==> config.mk <==
export PLATFORM = sky130hd
export DESIGN_NAME = kpd_top
export DESIGN_NICKNAME = d
export VERILOG_FILES = /design/src/core/kpd_top.v /design/src/core/kpd_sync.v
export VERILOG_INCLUDE_DIRS = /design/src /design/src/core
export SDC_FILE = /design/constraint.sdc
export NUM_CORES = 1
export LEC_CHECK = 0
export BUFFER_PORTS_ARGS = -buffer_cell sky130_fd_sc_hd__clkbuf_2
export CAP_MARGIN = 10
export CORE_MARGIN = 2
export CORE_UTILIZATION = 45
export CTS_BUF_LIST = sky130_fd_sc_hd__clkbuf_16
export DETAILED_ROUTE_END_ITERATION = 12
export HOLD_SLACK_MARGIN = 0.12
export PLACE_DENSITY = 0.73
export SLEW_MARGIN = 20
export SYNTH_ARGS = -nofsm -noshare
export SYNTH_HDL_FRONTEND = slang
export SYNTH_SLANG_ARGS = --single-unit
==> constraint.sdc <==
create_clock -name sys_clk -period 2 [get_ports sys_clk]
set_input_delay 0.1 -clock sys_clk [delete_from_list [all_inputs] [get_ports sys_clk]]
set_output_delay 0.1 -clock sys_clk [all_outputs]
set_load 0.03 [all_outputs]
==> src/core/kpd_consts.vh <==
/*
 Constants of the key wake module: register offsets, field positions,
 reset values and widths. Assumes inclusion by the design and bench files.
*/
`ifndef KPD_CONSTS_VH
`define KPD_CONSTS_VH

// Pins and bus widths
`define KPD_NPINS          8
`define KPD_ADDR_W         12
`define KPD_DATA_W         32

// Register byte offsets
`define KPD_OFS_PIN_EN     12'h000
`define KPD_OFS_POLARITY   12'h004
`define KPD_OFS_CTRL       12'h008
`define KPD_OFS_RECORD     12'h00c

// Register select codes
`define KPD_SEL_PIN_EN     3'h0
`define KPD_SEL_POLARITY   3'h1
`define KPD_SEL_CTRL       3'h2
`define KPD_SEL_RECORD     3'h3
`define KPD_SEL_NONE       3'h4

// Control register fields
`define KPD_CTRL_MODE      0
`define KPD_CTRL_IRQ_EN    1
`define KPD_CTRL_ACK       2
`define KPD_CTRL_FLAG      3
`define KPD_CTRL_LATCH_SEL 4
`define KPD_CTRL_REC_CLR   5

// Reset values
`define KPD_RST_PIN_EN     8'h00
`define KPD_RST_POLARITY   8'h00
`define KPD_RST_RECORD     8'h00

// Bus responses
`define KPD_RESP_OKAY      2'b00
`define KPD_RESP_SLVERR    2'b10

`endif

==> src/core/kpd_top.v <==
/*
 Key wake module: pin edge/level detector with AXI4-Lite register slave.
 Assumes one 100 MHz clock, async active-low reset, asynchronous key pins.
*/
// Function
// - Detected press on an enabled pin sets its pressed-pin record bit.
// - Record cleared only by reset or writing 1 to record-clear command.
// - Record is read-only to software; resets to zero.
// - Eight key pins, each with its own enable; disabled pins ignored.
// - One mode control selects edge-only or edge-and-level detection.
// - Per-pin polarity picks falling/low or rising/high as asserted.
// - Falling edge is 1 then 0 on consecutive clock samples.
// - Rising edge is 0 then 1 on consecutive clock samples.
// - New edge only after all enabled inputs return deasserted.
// - Edge-only mode: valid edge sets flag; acknowledge write clears it.
// - Interrupt request while flag set and interrupt enable is 1.
// - Edge-and-level mode: edge or asserted level sets the flag.
// - Edge-and-level mode: acknowledge clears flag only with inputs deasserted.
// - Detections can wake the processor from stop or wait.
// - Polarity bit 0 is falling/low, 1 is rising/high.
// - Mode bit 0 detects edges only, 1 edges and levels.
// - Read select 0 returns live source pins, 1 the latched record.
// - Record-clear command acts on 1 and always reads 0.
`timescale 1ns/100ps
`include "kpd_consts.vh"

module kpd_top (
   input  wire                    sys_clk,
   input  wire                    rst_n,
   input  wire [`KPD_NPINS-1:0]   key_input_pin,
   input  wire [`KPD_ADDR_W-1:0]  s_axi_awaddr,
   input  wire [2:0]              s_axi_awprot,
   input  wire                    s_axi_awvalid,
   output wire                    s_axi_awready,
   input  wire [`KPD_DATA_W-1:0]  s_axi_wdata,
   input  wire [3:0]              s_axi_wstrb,
   input  wire                    s_axi_wvalid,
   output wire                    s_axi_wready,
   output wire [1:0]              s_axi_bresp,
   output wire                    s_axi_bvalid,
   input  wire                    s_axi_bready,
   input  wire [`KPD_ADDR_W-1:0]  s_axi_araddr,
   input  wire [2:0]              s_axi_arprot,
   input  wire                    s_axi_arvalid,
   output wire                    s_axi_arready,
   output wire [`KPD_DATA_W-1:0]  s_axi_rdata,
   output wire [1:0]              s_axi_rresp,
   output wire                    s_axi_rvalid,
   input  wire                    s_axi_rready,
   output wire                    key_irq,
   output wire                    key_wake_req
);

   localparam N = `KPD_NPINS;

   // Maps a byte address onto a register select code
   function [2:0] reg_sel;
      input [`KPD_ADDR_W-1:0] addr;
      begin
         case (addr)
            `KPD_OFS_PIN_EN:   reg_sel = `KPD_SEL_PIN_EN;
            `KPD_OFS_POLARITY: reg_sel = `KPD_SEL_POLARITY;
            `KPD_OFS_CTRL:     reg_sel = `KPD_SEL_CTRL;
            `KPD_OFS_RECORD:   reg_sel = `KPD_SEL_RECORD;
            default:           reg_sel = `KPD_SEL_NONE;
         endcase
      end
   endfunction

   // Software-visible state
   reg  [N-1:0]              pin_enable_bits_reg;
   reg  [N-1:0]              polarity_select_bits_reg;
   reg                       detect_mode_sel_reg;
   reg                       irq_enable_reg;
   reg                       latched_read_select_reg;
   reg                       key_event_flag_reg;
   reg  [N-1:0]              pressed_pin_record_reg;

   // Detection state
   reg  [N-1:0]              sample_prev_reg;
   reg                       armed_reg;
   reg                       key_irq_reg;
   reg                       key_wake_reg;

   // Bus slave state
   reg                       awready_reg;
   reg                       wready_reg;
   reg                       aw_got_reg;
   reg                       w_got_reg;
   reg  [`KPD_ADDR_W-1:0]    wr_addr_reg;
   reg  [`KPD_DATA_W-1:0]    wr_data_reg;
   reg                       wr_strb0_reg;
   reg                       bvalid_reg;
   reg  [1:0]                bresp_reg;
   reg                       arready_reg;
   reg                       rvalid_reg;
   reg  [1:0]                rresp_reg;
   reg  [`KPD_DATA_W-1:0]    rdata_reg;

   wire [N-1:0]              key_sync;
   wire [N-1:0]              asrt_now;
   wire [N-1:0]              asrt_prev;
   wire [N-1:0]              edge_hit;
   wire [N-1:0]              level_hit;
   wire [N-1:0]              press_hit;
   wire                      any_asserted;
   wire                      edge_any;
   wire                      flag_set;
   wire                      wr_commit;
   wire [2:0]                wr_sel;
   wire [2:0]                rd_sel;
   wire                      ctrl_wr;
   wire                      ack_wr;
   wire                      rec_clr_wr;
   wire                      ack_clears;
   wire                      irq_en_eff;
   reg                       flag_next;
   reg  [N-1:0]              record_next;
   reg                       armed_next;
   reg  [`KPD_DATA_W-1:0]    rd_word;

   kpd_sync u_sync (
      .sys_clk   (sys_clk),
      .rst_n     (rst_n),
      .pin_async (key_input_pin),
      .pin_sync  (key_sync)
   );

   // Per-pin detection
   genvar i;
   generate
      for (i = 0; i < N; i = i + 1) begin : g_det
         // Asserted level is the polarity bit's value
         assign asrt_now[i]  = ~(key_sync[i] ^ polarity_select_bits_reg[i]);
         assign asrt_prev[i] = ~(sample_prev_reg[i] ^ polarity_select_bits_reg[i]);
         // Deasserted then asserted on two consecutive samples
         assign edge_hit[i]  = pin_enable_bits_reg[i] & asrt_now[i] & ~asrt_prev[i]
                               & armed_reg;
         assign level_hit[i] = pin_enable_bits_reg[i] & asrt_now[i]
                               & detect_mode_sel_reg;
         assign press_hit[i] = edge_hit[i] | level_hit[i];
      end
   endgenerate

   assign any_asserted = |(asrt_now & pin_enable_bits_reg);
   assign edge_any     = |edge_hit;
   assign flag_set     = |press_hit;

   // Write path decode
   // Only byte lane 0 carries fields; lanes 3:1 are ignored
   assign wr_commit  = aw_got_reg & w_got_reg & ~bvalid_reg;
   assign wr_sel     = reg_sel(wr_addr_reg);
   assign rd_sel     = reg_sel(s_axi_araddr);
   assign ctrl_wr    = wr_commit & wr_strb0_reg & (wr_sel == `KPD_SEL_CTRL);
   assign ack_wr     = ctrl_wr & wr_data_reg[`KPD_CTRL_ACK];
   assign rec_clr_wr = ctrl_wr & wr_data_reg[`KPD_CTRL_REC_CLR];
   // Level mode refuses the acknowledge while any enabled pin is asserted
   assign ack_clears = ack_wr & ~(detect_mode_sel_reg & any_asserted);
   // Irq enable as it stands once this cycle's write lands
   assign irq_en_eff = ctrl_wr ? wr_data_reg[`KPD_CTRL_IRQ_EN] : irq_enable_reg;

   always @* begin
      flag_next = key_event_flag_reg;
      if (ack_clears) begin
         flag_next = 1'b0;
      end
      // A detection in the acknowledge cycle is kept
      if (flag_set) begin
         flag_next = 1'b1;
      end
   end

   always @* begin
      // Clear first, then OR in this cycle's presses: set wins
      record_next = pressed_pin_record_reg;
      if (rec_clr_wr) begin
         record_next = {N{1'b0}};
      end
      record_next = record_next | press_hit;
   end

   // Edges re-arm only once every enabled input is back at rest
   always @* begin
      armed_next = armed_reg;
      if (edge_any) begin
         armed_next = 1'b0;
      end else if (!any_asserted) begin
         armed_next = 1'b1;
      end
   end

   // Detection and control registers
   always @(posedge sys_clk or negedge rst_n) begin
      if (!rst_n) begin
         pin_enable_bits_reg      <= `KPD_RST_PIN_EN;
         polarity_select_bits_reg <= `KPD_RST_POLARITY;
         detect_mode_sel_reg      <= 1'b0;
         irq_enable_reg           <= 1'b0;
         latched_read_select_reg  <= 1'b0;
         key_event_flag_reg       <= 1'b0;
         pressed_pin_record_reg   <= `KPD_RST_RECORD;
         // Pins start disabled, so a zero first sample raises no edge
         sample_prev_reg          <= {N{1'b0}};
         // Disarmed until one all-idle cycle has been seen
         armed_reg                <= 1'b0;
         key_irq_reg              <= 1'b0;
         key_wake_reg             <= 1'b0;
      end else begin
         sample_prev_reg        <= key_sync;
         armed_reg              <= armed_next;
         key_event_flag_reg     <= flag_next;
         pressed_pin_record_reg <= record_next;
         if (wr_commit && wr_strb0_reg) begin
            case (wr_sel)
               `KPD_SEL_PIN_EN: begin
                  pin_enable_bits_reg <= wr_data_reg[N-1:0];
               end
               `KPD_SEL_POLARITY: begin
                  polarity_select_bits_reg <= wr_data_reg[N-1:0];
               end
               `KPD_SEL_CTRL: begin
                  detect_mode_sel_reg     <= wr_data_reg[`KPD_CTRL_MODE];
                  irq_enable_reg          <= wr_data_reg[`KPD_CTRL_IRQ_EN];
                  latched_read_select_reg <= wr_data_reg[`KPD_CTRL_LATCH_SEL];
               end
               default: begin
                  // Record and unmapped offsets ignore writes
               end
            endcase
         end
         key_irq_reg  <= flag_next & irq_en_eff;
         // Wake follows the request, including the raw detection cycle
         key_wake_reg <= (flag_next | flag_set) & irq_en_eff;
      end
   end

   // Read data mux
   always @* begin
      rd_word = {`KPD_DATA_W{1'b0}};
      case (rd_sel)
         `KPD_SEL_PIN_EN: begin
            rd_word[N-1:0] = pin_enable_bits_reg;
         end
         `KPD_SEL_POLARITY: begin
            rd_word[N-1:0] = polarity_select_bits_reg;
         end
         `KPD_SEL_CTRL: begin
            // Commands and upper bits read as zero
            rd_word[`KPD_CTRL_MODE]      = detect_mode_sel_reg;
            rd_word[`KPD_CTRL_IRQ_EN]    = irq_enable_reg;
            rd_word[`KPD_CTRL_FLAG]      = key_event_flag_reg;
            rd_word[`KPD_CTRL_LATCH_SEL] = latched_read_select_reg;
         end
         `KPD_SEL_RECORD: begin
            // Live view shows enabled pins currently asserted
            rd_word[N-1:0] = latched_read_select_reg ? pressed_pin_record_reg
                                                     : (asrt_now & pin_enable_bits_reg);
         end
         default: begin
            rd_word = {`KPD_DATA_W{1'b0}};
         end
      endcase
   end

   // AXI4-Lite write channel: address and data in either order
   always @(posedge sys_clk or negedge rst_n) begin
      if (!rst_n) begin
         awready_reg  <= 1'b1;
         wready_reg   <= 1'b1;
         aw_got_reg   <= 1'b0;
         w_got_reg    <= 1'b0;
         wr_addr_reg  <= {`KPD_ADDR_W{1'b0}};
         wr_data_reg  <= {`KPD_DATA_W{1'b0}};
         wr_strb0_reg <= 1'b0;
         bvalid_reg   <= 1'b0;
         bresp_reg    <= `KPD_RESP_OKAY;
      end else begin
         if (awready_reg && s_axi_awvalid) begin
            awready_reg <= 1'b0;
            aw_got_reg  <= 1'b1;
            wr_addr_reg <= s_axi_awaddr;
         end
         if (wready_reg && s_axi_wvalid) begin
            wready_reg   <= 1'b0;
            w_got_reg    <= 1'b1;
            wr_data_reg  <= s_axi_wdata;
            wr_strb0_reg <= s_axi_wstrb[0];
         end
         // Whichever half came first waits in its _got flag
         if (wr_commit) begin
            aw_got_reg <= 1'b0;
            w_got_reg  <= 1'b0;
            bvalid_reg <= 1'b1;
            bresp_reg  <= (wr_sel == `KPD_SEL_NONE) ? `KPD_RESP_SLVERR : `KPD_RESP_OKAY;
         end
         // Ready returns only after the response, one write at a time
         if (bvalid_reg && s_axi_bready) begin
            bvalid_reg  <= 1'b0;
            awready_reg <= 1'b1;
            wready_reg  <= 1'b1;
         end
      end
   end

   // AXI4-Lite read channel
   // Data taken at the address handshake: one edge of latency, no waits
   always @(posedge sys_clk or negedge rst_n) begin
      if (!rst_n) begin
         arready_reg <= 1'b1;
         rvalid_reg  <= 1'b0;
         rresp_reg   <= `KPD_RESP_OKAY;
         rdata_reg   <= {`KPD_DATA_W{1'b0}};
      end else begin
         if (arready_reg && s_axi_arvalid) begin
            arready_reg <= 1'b0;
            rvalid_reg  <= 1'b1;
            rdata_reg   <= rd_word;
            rresp_reg   <= (rd_sel == `KPD_SEL_NONE) ? `KPD_RESP_SLVERR : `KPD_RESP_OKAY;
         end
         if (rvalid_reg && s_axi_rready) begin
            rvalid_reg  <= 1'b0;
            arready_reg <= 1'b1;
         end
      end
   end

   // Every output comes straight from a flop
   assign s_axi_awready = awready_reg;
   assign s_axi_wready  = wready_reg;
   assign s_axi_bvalid  = bvalid_reg;
   assign s_axi_bresp   = bresp_reg;
   assign s_axi_arready = arready_reg;
   assign s_axi_rvalid  = rvalid_reg;
   assign s_axi_rresp   = rresp_reg;
   assign s_axi_rdata   = rdata_reg;
   assign key_irq       = key_irq_reg;
   assign key_wake_req  = key_wake_reg;

endmodule

==> src/core/kpd_sync.v <==
/*
 Two-stage synchroniser for the key input pins, one stage pair per pin.
 Assumes pins are asynchronous to sys_clk; only the second stage is used.
*/
`timescale 1ns/100ps
`include "kpd_consts.vh"

module kpd_sync (
   input  wire                    sys_clk,
   input  wire                    rst_n,
   input  wire [`KPD_NPINS-1:0]   pin_async,
   output wire [`KPD_NPINS-1:0]   pin_sync
);

   reg [`KPD_NPINS-1:0] meta_reg;
   reg [`KPD_NPINS-1:0] sync_reg;

   genvar i;
   generate
      for (i = 0; i < `KPD_NPINS; i = i + 1) begin : g_pin
         // First stage feeds the second stage only
         always @(posedge sys_clk or negedge rst_n) begin
            if (!rst_n) begin
               meta_reg[i] <= 1'b0;
               sync_reg[i] <= 1'b0;
            end else begin
               meta_reg[i] <= pin_async[i];
               sync_reg[i] <= meta_reg[i];
            end
         end
      end
   endgenerate

   assign pin_sync = sync_reg;

endmodule

==> results.cfg <==
[status]
outcome = finished clean

[timing]
max-slew-margin-rel = 0.6220
min_period_over_period = 0.9665
tightest_slew_ns = 0.5670
setup_violations = 0
fmax_mhz = 517.4
finalCriticalPeriod_ns = 1.933
rsz0062_at_grt = yes
hold_viol_final = 0
drv_slew = 0
clock_skew_ns = 0.01071
setup_ws_ns = 0.06710

[floorplanning]
die_y_microns = 102.2
die_w_microns = 102.2
pin_count = 124
fp-row-count = 35
core_sq_um = 9284
die_area_sq_um = 10440
start_util = 0.4671

[cells_and_area]
antenna_cells = 0
drive_gt1_frac = 0.2914
layoutNonFillerInstCount = 630
largest_reg_flops = 12
nNetsFinal = 577
area_growth_pct = 27.78
fin_util = 0.5969

[global_route]
grt_max_degree = 50
grt_overflow = 0
grt_use_total = 0.1935
antenna_found_initial = 0
grt_pass1_vias = 3252
grt_pass1_wl_mm = 15.50

[route]
drc = 0
drtIter0Drc = 222
antenna_left = 0
met1_length_mm = 4.268
firstDrtPassIters = 4
via_per_inst = 5.270
dr_wl_met3_microns = 584
wl_met2_mm = 4.498
num_vias = 3320
wl_per_cell_microns = 15.01
dr.max_layer_used = met4
drt-total-wl_mm = 9.459

[synth]
postSynthAreaPerCell_sq_um = 11.44
postSynthCellCount = 379
ys_seq_elements = 93
synth_top_area_frac = 0.5193
synth.most_common_cell = dfrtp_1
synth-edff-count = 0
synth_sequential_area_ratio = 0.5375
synth_top_area_cell = dfrtp_1
synthArstFlopShare = 1.000
synth_area_leaders = dfrtp_1, mux2_2, buf_4, nand2_1, o21ai_0
synth_cell_types = 53
syn_area_sq_um = 4337
ys.flop_type = dfrtp_1
ys_top_cells_by_count = dfrtp_1, nand2_1, mux2_2
yosysWarnings = 0

[clock_tree]
cts.htree.levels = 3
path_clk_slew_ns = 0.08
cts-root-buf = clkbuf_16
cts_tree = built
clk_path_buf_depth = 2
clock-sinks = 93
cts-buffers-inserted = 9
clock_latency_ns = 0.35

[placement]
port-buffer-count = 64
dp_cells = 575
routabilityCongestion = 0.8649
dpl.hpwl_mm = 6.483
dp_slack_ns = 0.05189

[worst_setup_path]
crit_arrival_ns = 2.16
path_cells = nor4_2 -> nand3_2 -> nor4_4 -> buf_4 -> mux2_4
critPathSlowestCell = dfrtp_1
worstPathRequired_ns = 2.23
crit_family = simple AND/OR/NAND/NOR gates
start_kind = register
cp_num_buf_inv = 1
cp-end-kind = register
cpPeakStageDelay_ns = 0.40
critical_path_class = register to register
worst-path-max-fanout = 5

[pwr]
irDropWorstVdd_v = 0.0006423
p_leak_nw = 2.564
p_per_area_nw_per_um2 = 932.7

[job]
cap_violations = 0

[min_path]
hold_path_class = input pin to async pin
cells in the final DEF (no fill, tap or decap), drive strengths merged, types with 11 or more instances in the layout:
master        n
mux2         34
nand2        46
conb         26
o21ai        27
clkbuf       72
inv          19
dfrtp        90
a22o         12
dlygate4sd3  37
buf          17
nor2         11
report_power, final:
group / leakage (nW) / switching, W / internal, W
combinational: 1.25 / 0.000487 / 0.000479
sequential: 1.17 / 0.000319 / 0.00223
clock: 0.141 / 0.000778 / 0.000875
total: 2.56 / 0.00158 / 0.00358
cells by family after synthesis:
logic type | after synthesis | share of synthesized area
multiplexers | 37 | 0.09521
XOR/XNOR | 5 | 0.01010
AND/OR/NAND/NOR | 100 | 0.1307
other | 1 | 0.0008647
AO/OA/AOI/OAI | 93 | 0.1587
flip-flops | 93 | 0.5375
buffers and inverters | 50 | 0.06693
timing repair:
action,in CTS,in global routing
hold endpoints to repair,125,0
gates resized for setup,0,12
hold buffers,37,0
setup buffers,0,2
endpoints found under the setup margin,0,23
final timing paths:
path | startpoint | end | slack, ns | cells after the start
setup reg to reg | wr_addr_reg[6]$_DFFE_PN0P_ | latched_read_select_reg$_DFFE_PN0N_ | 0.07 | 5
hold reg to reg | u_sync.meta_reg[4]$_DFF_PN0_ | u_sync.pin_sync[4]$_DFF_PN0_ | 0.35 | 0
min in group sys_clk | s_axi_araddr[1] | s_axi_rdata[2]$_DFFE_PN0P_ | 0.23 | 6
max in group asynchronous | rst_n | s_axi_wready$_DFFE_PN1P_ | 1.17 | 3
hold / removal | rst_n | wr_data_reg[3]$_DFFE_PN0P_ | 0.17 | 2
setup / recovery | wr_addr_reg[6]$_DFFE_PN0P_ | latched_read_select_reg$_DFFE_PN0N_ | 0.07 | 5
per-layer routing:
| layer | vias up | global-route usage |
|---|---|---|
| met5 | - | 0 |
| met4 | 0 | 0.05949 |
| met3 | 11 | 0.04720 |
| met2 | 119 | 0.3148 |
| met1 | 1627 | 0.2584 |
| li1 | 1563 | - |
metrics by stage:
step	total power, W	area, sq um	setup TNS (ns)	hold slack (ns)
floorplan	0.003179	4431	0	-0.1956
global placement	0.003392	4807	0	-0.02235
detailed placement	0.003440	4807	0	-0.02116
CTS	0.005173	5468	0	0.1707
global route	0.005443	5542	-0.1202	0.1920
finish	0.005169	5542	0	0.1675
cell type report:
class	count	area, sq um
fill	765	3742
tap	129	161.4
inverter	14	52.55
clock inverter	7	65.06
multi-input combinational	261	1868
sequential	93	2331
clock buffer	9	225.2
timing repair buffer	117	838.3
Note: power is estimated with default switching activity, not from simulation.
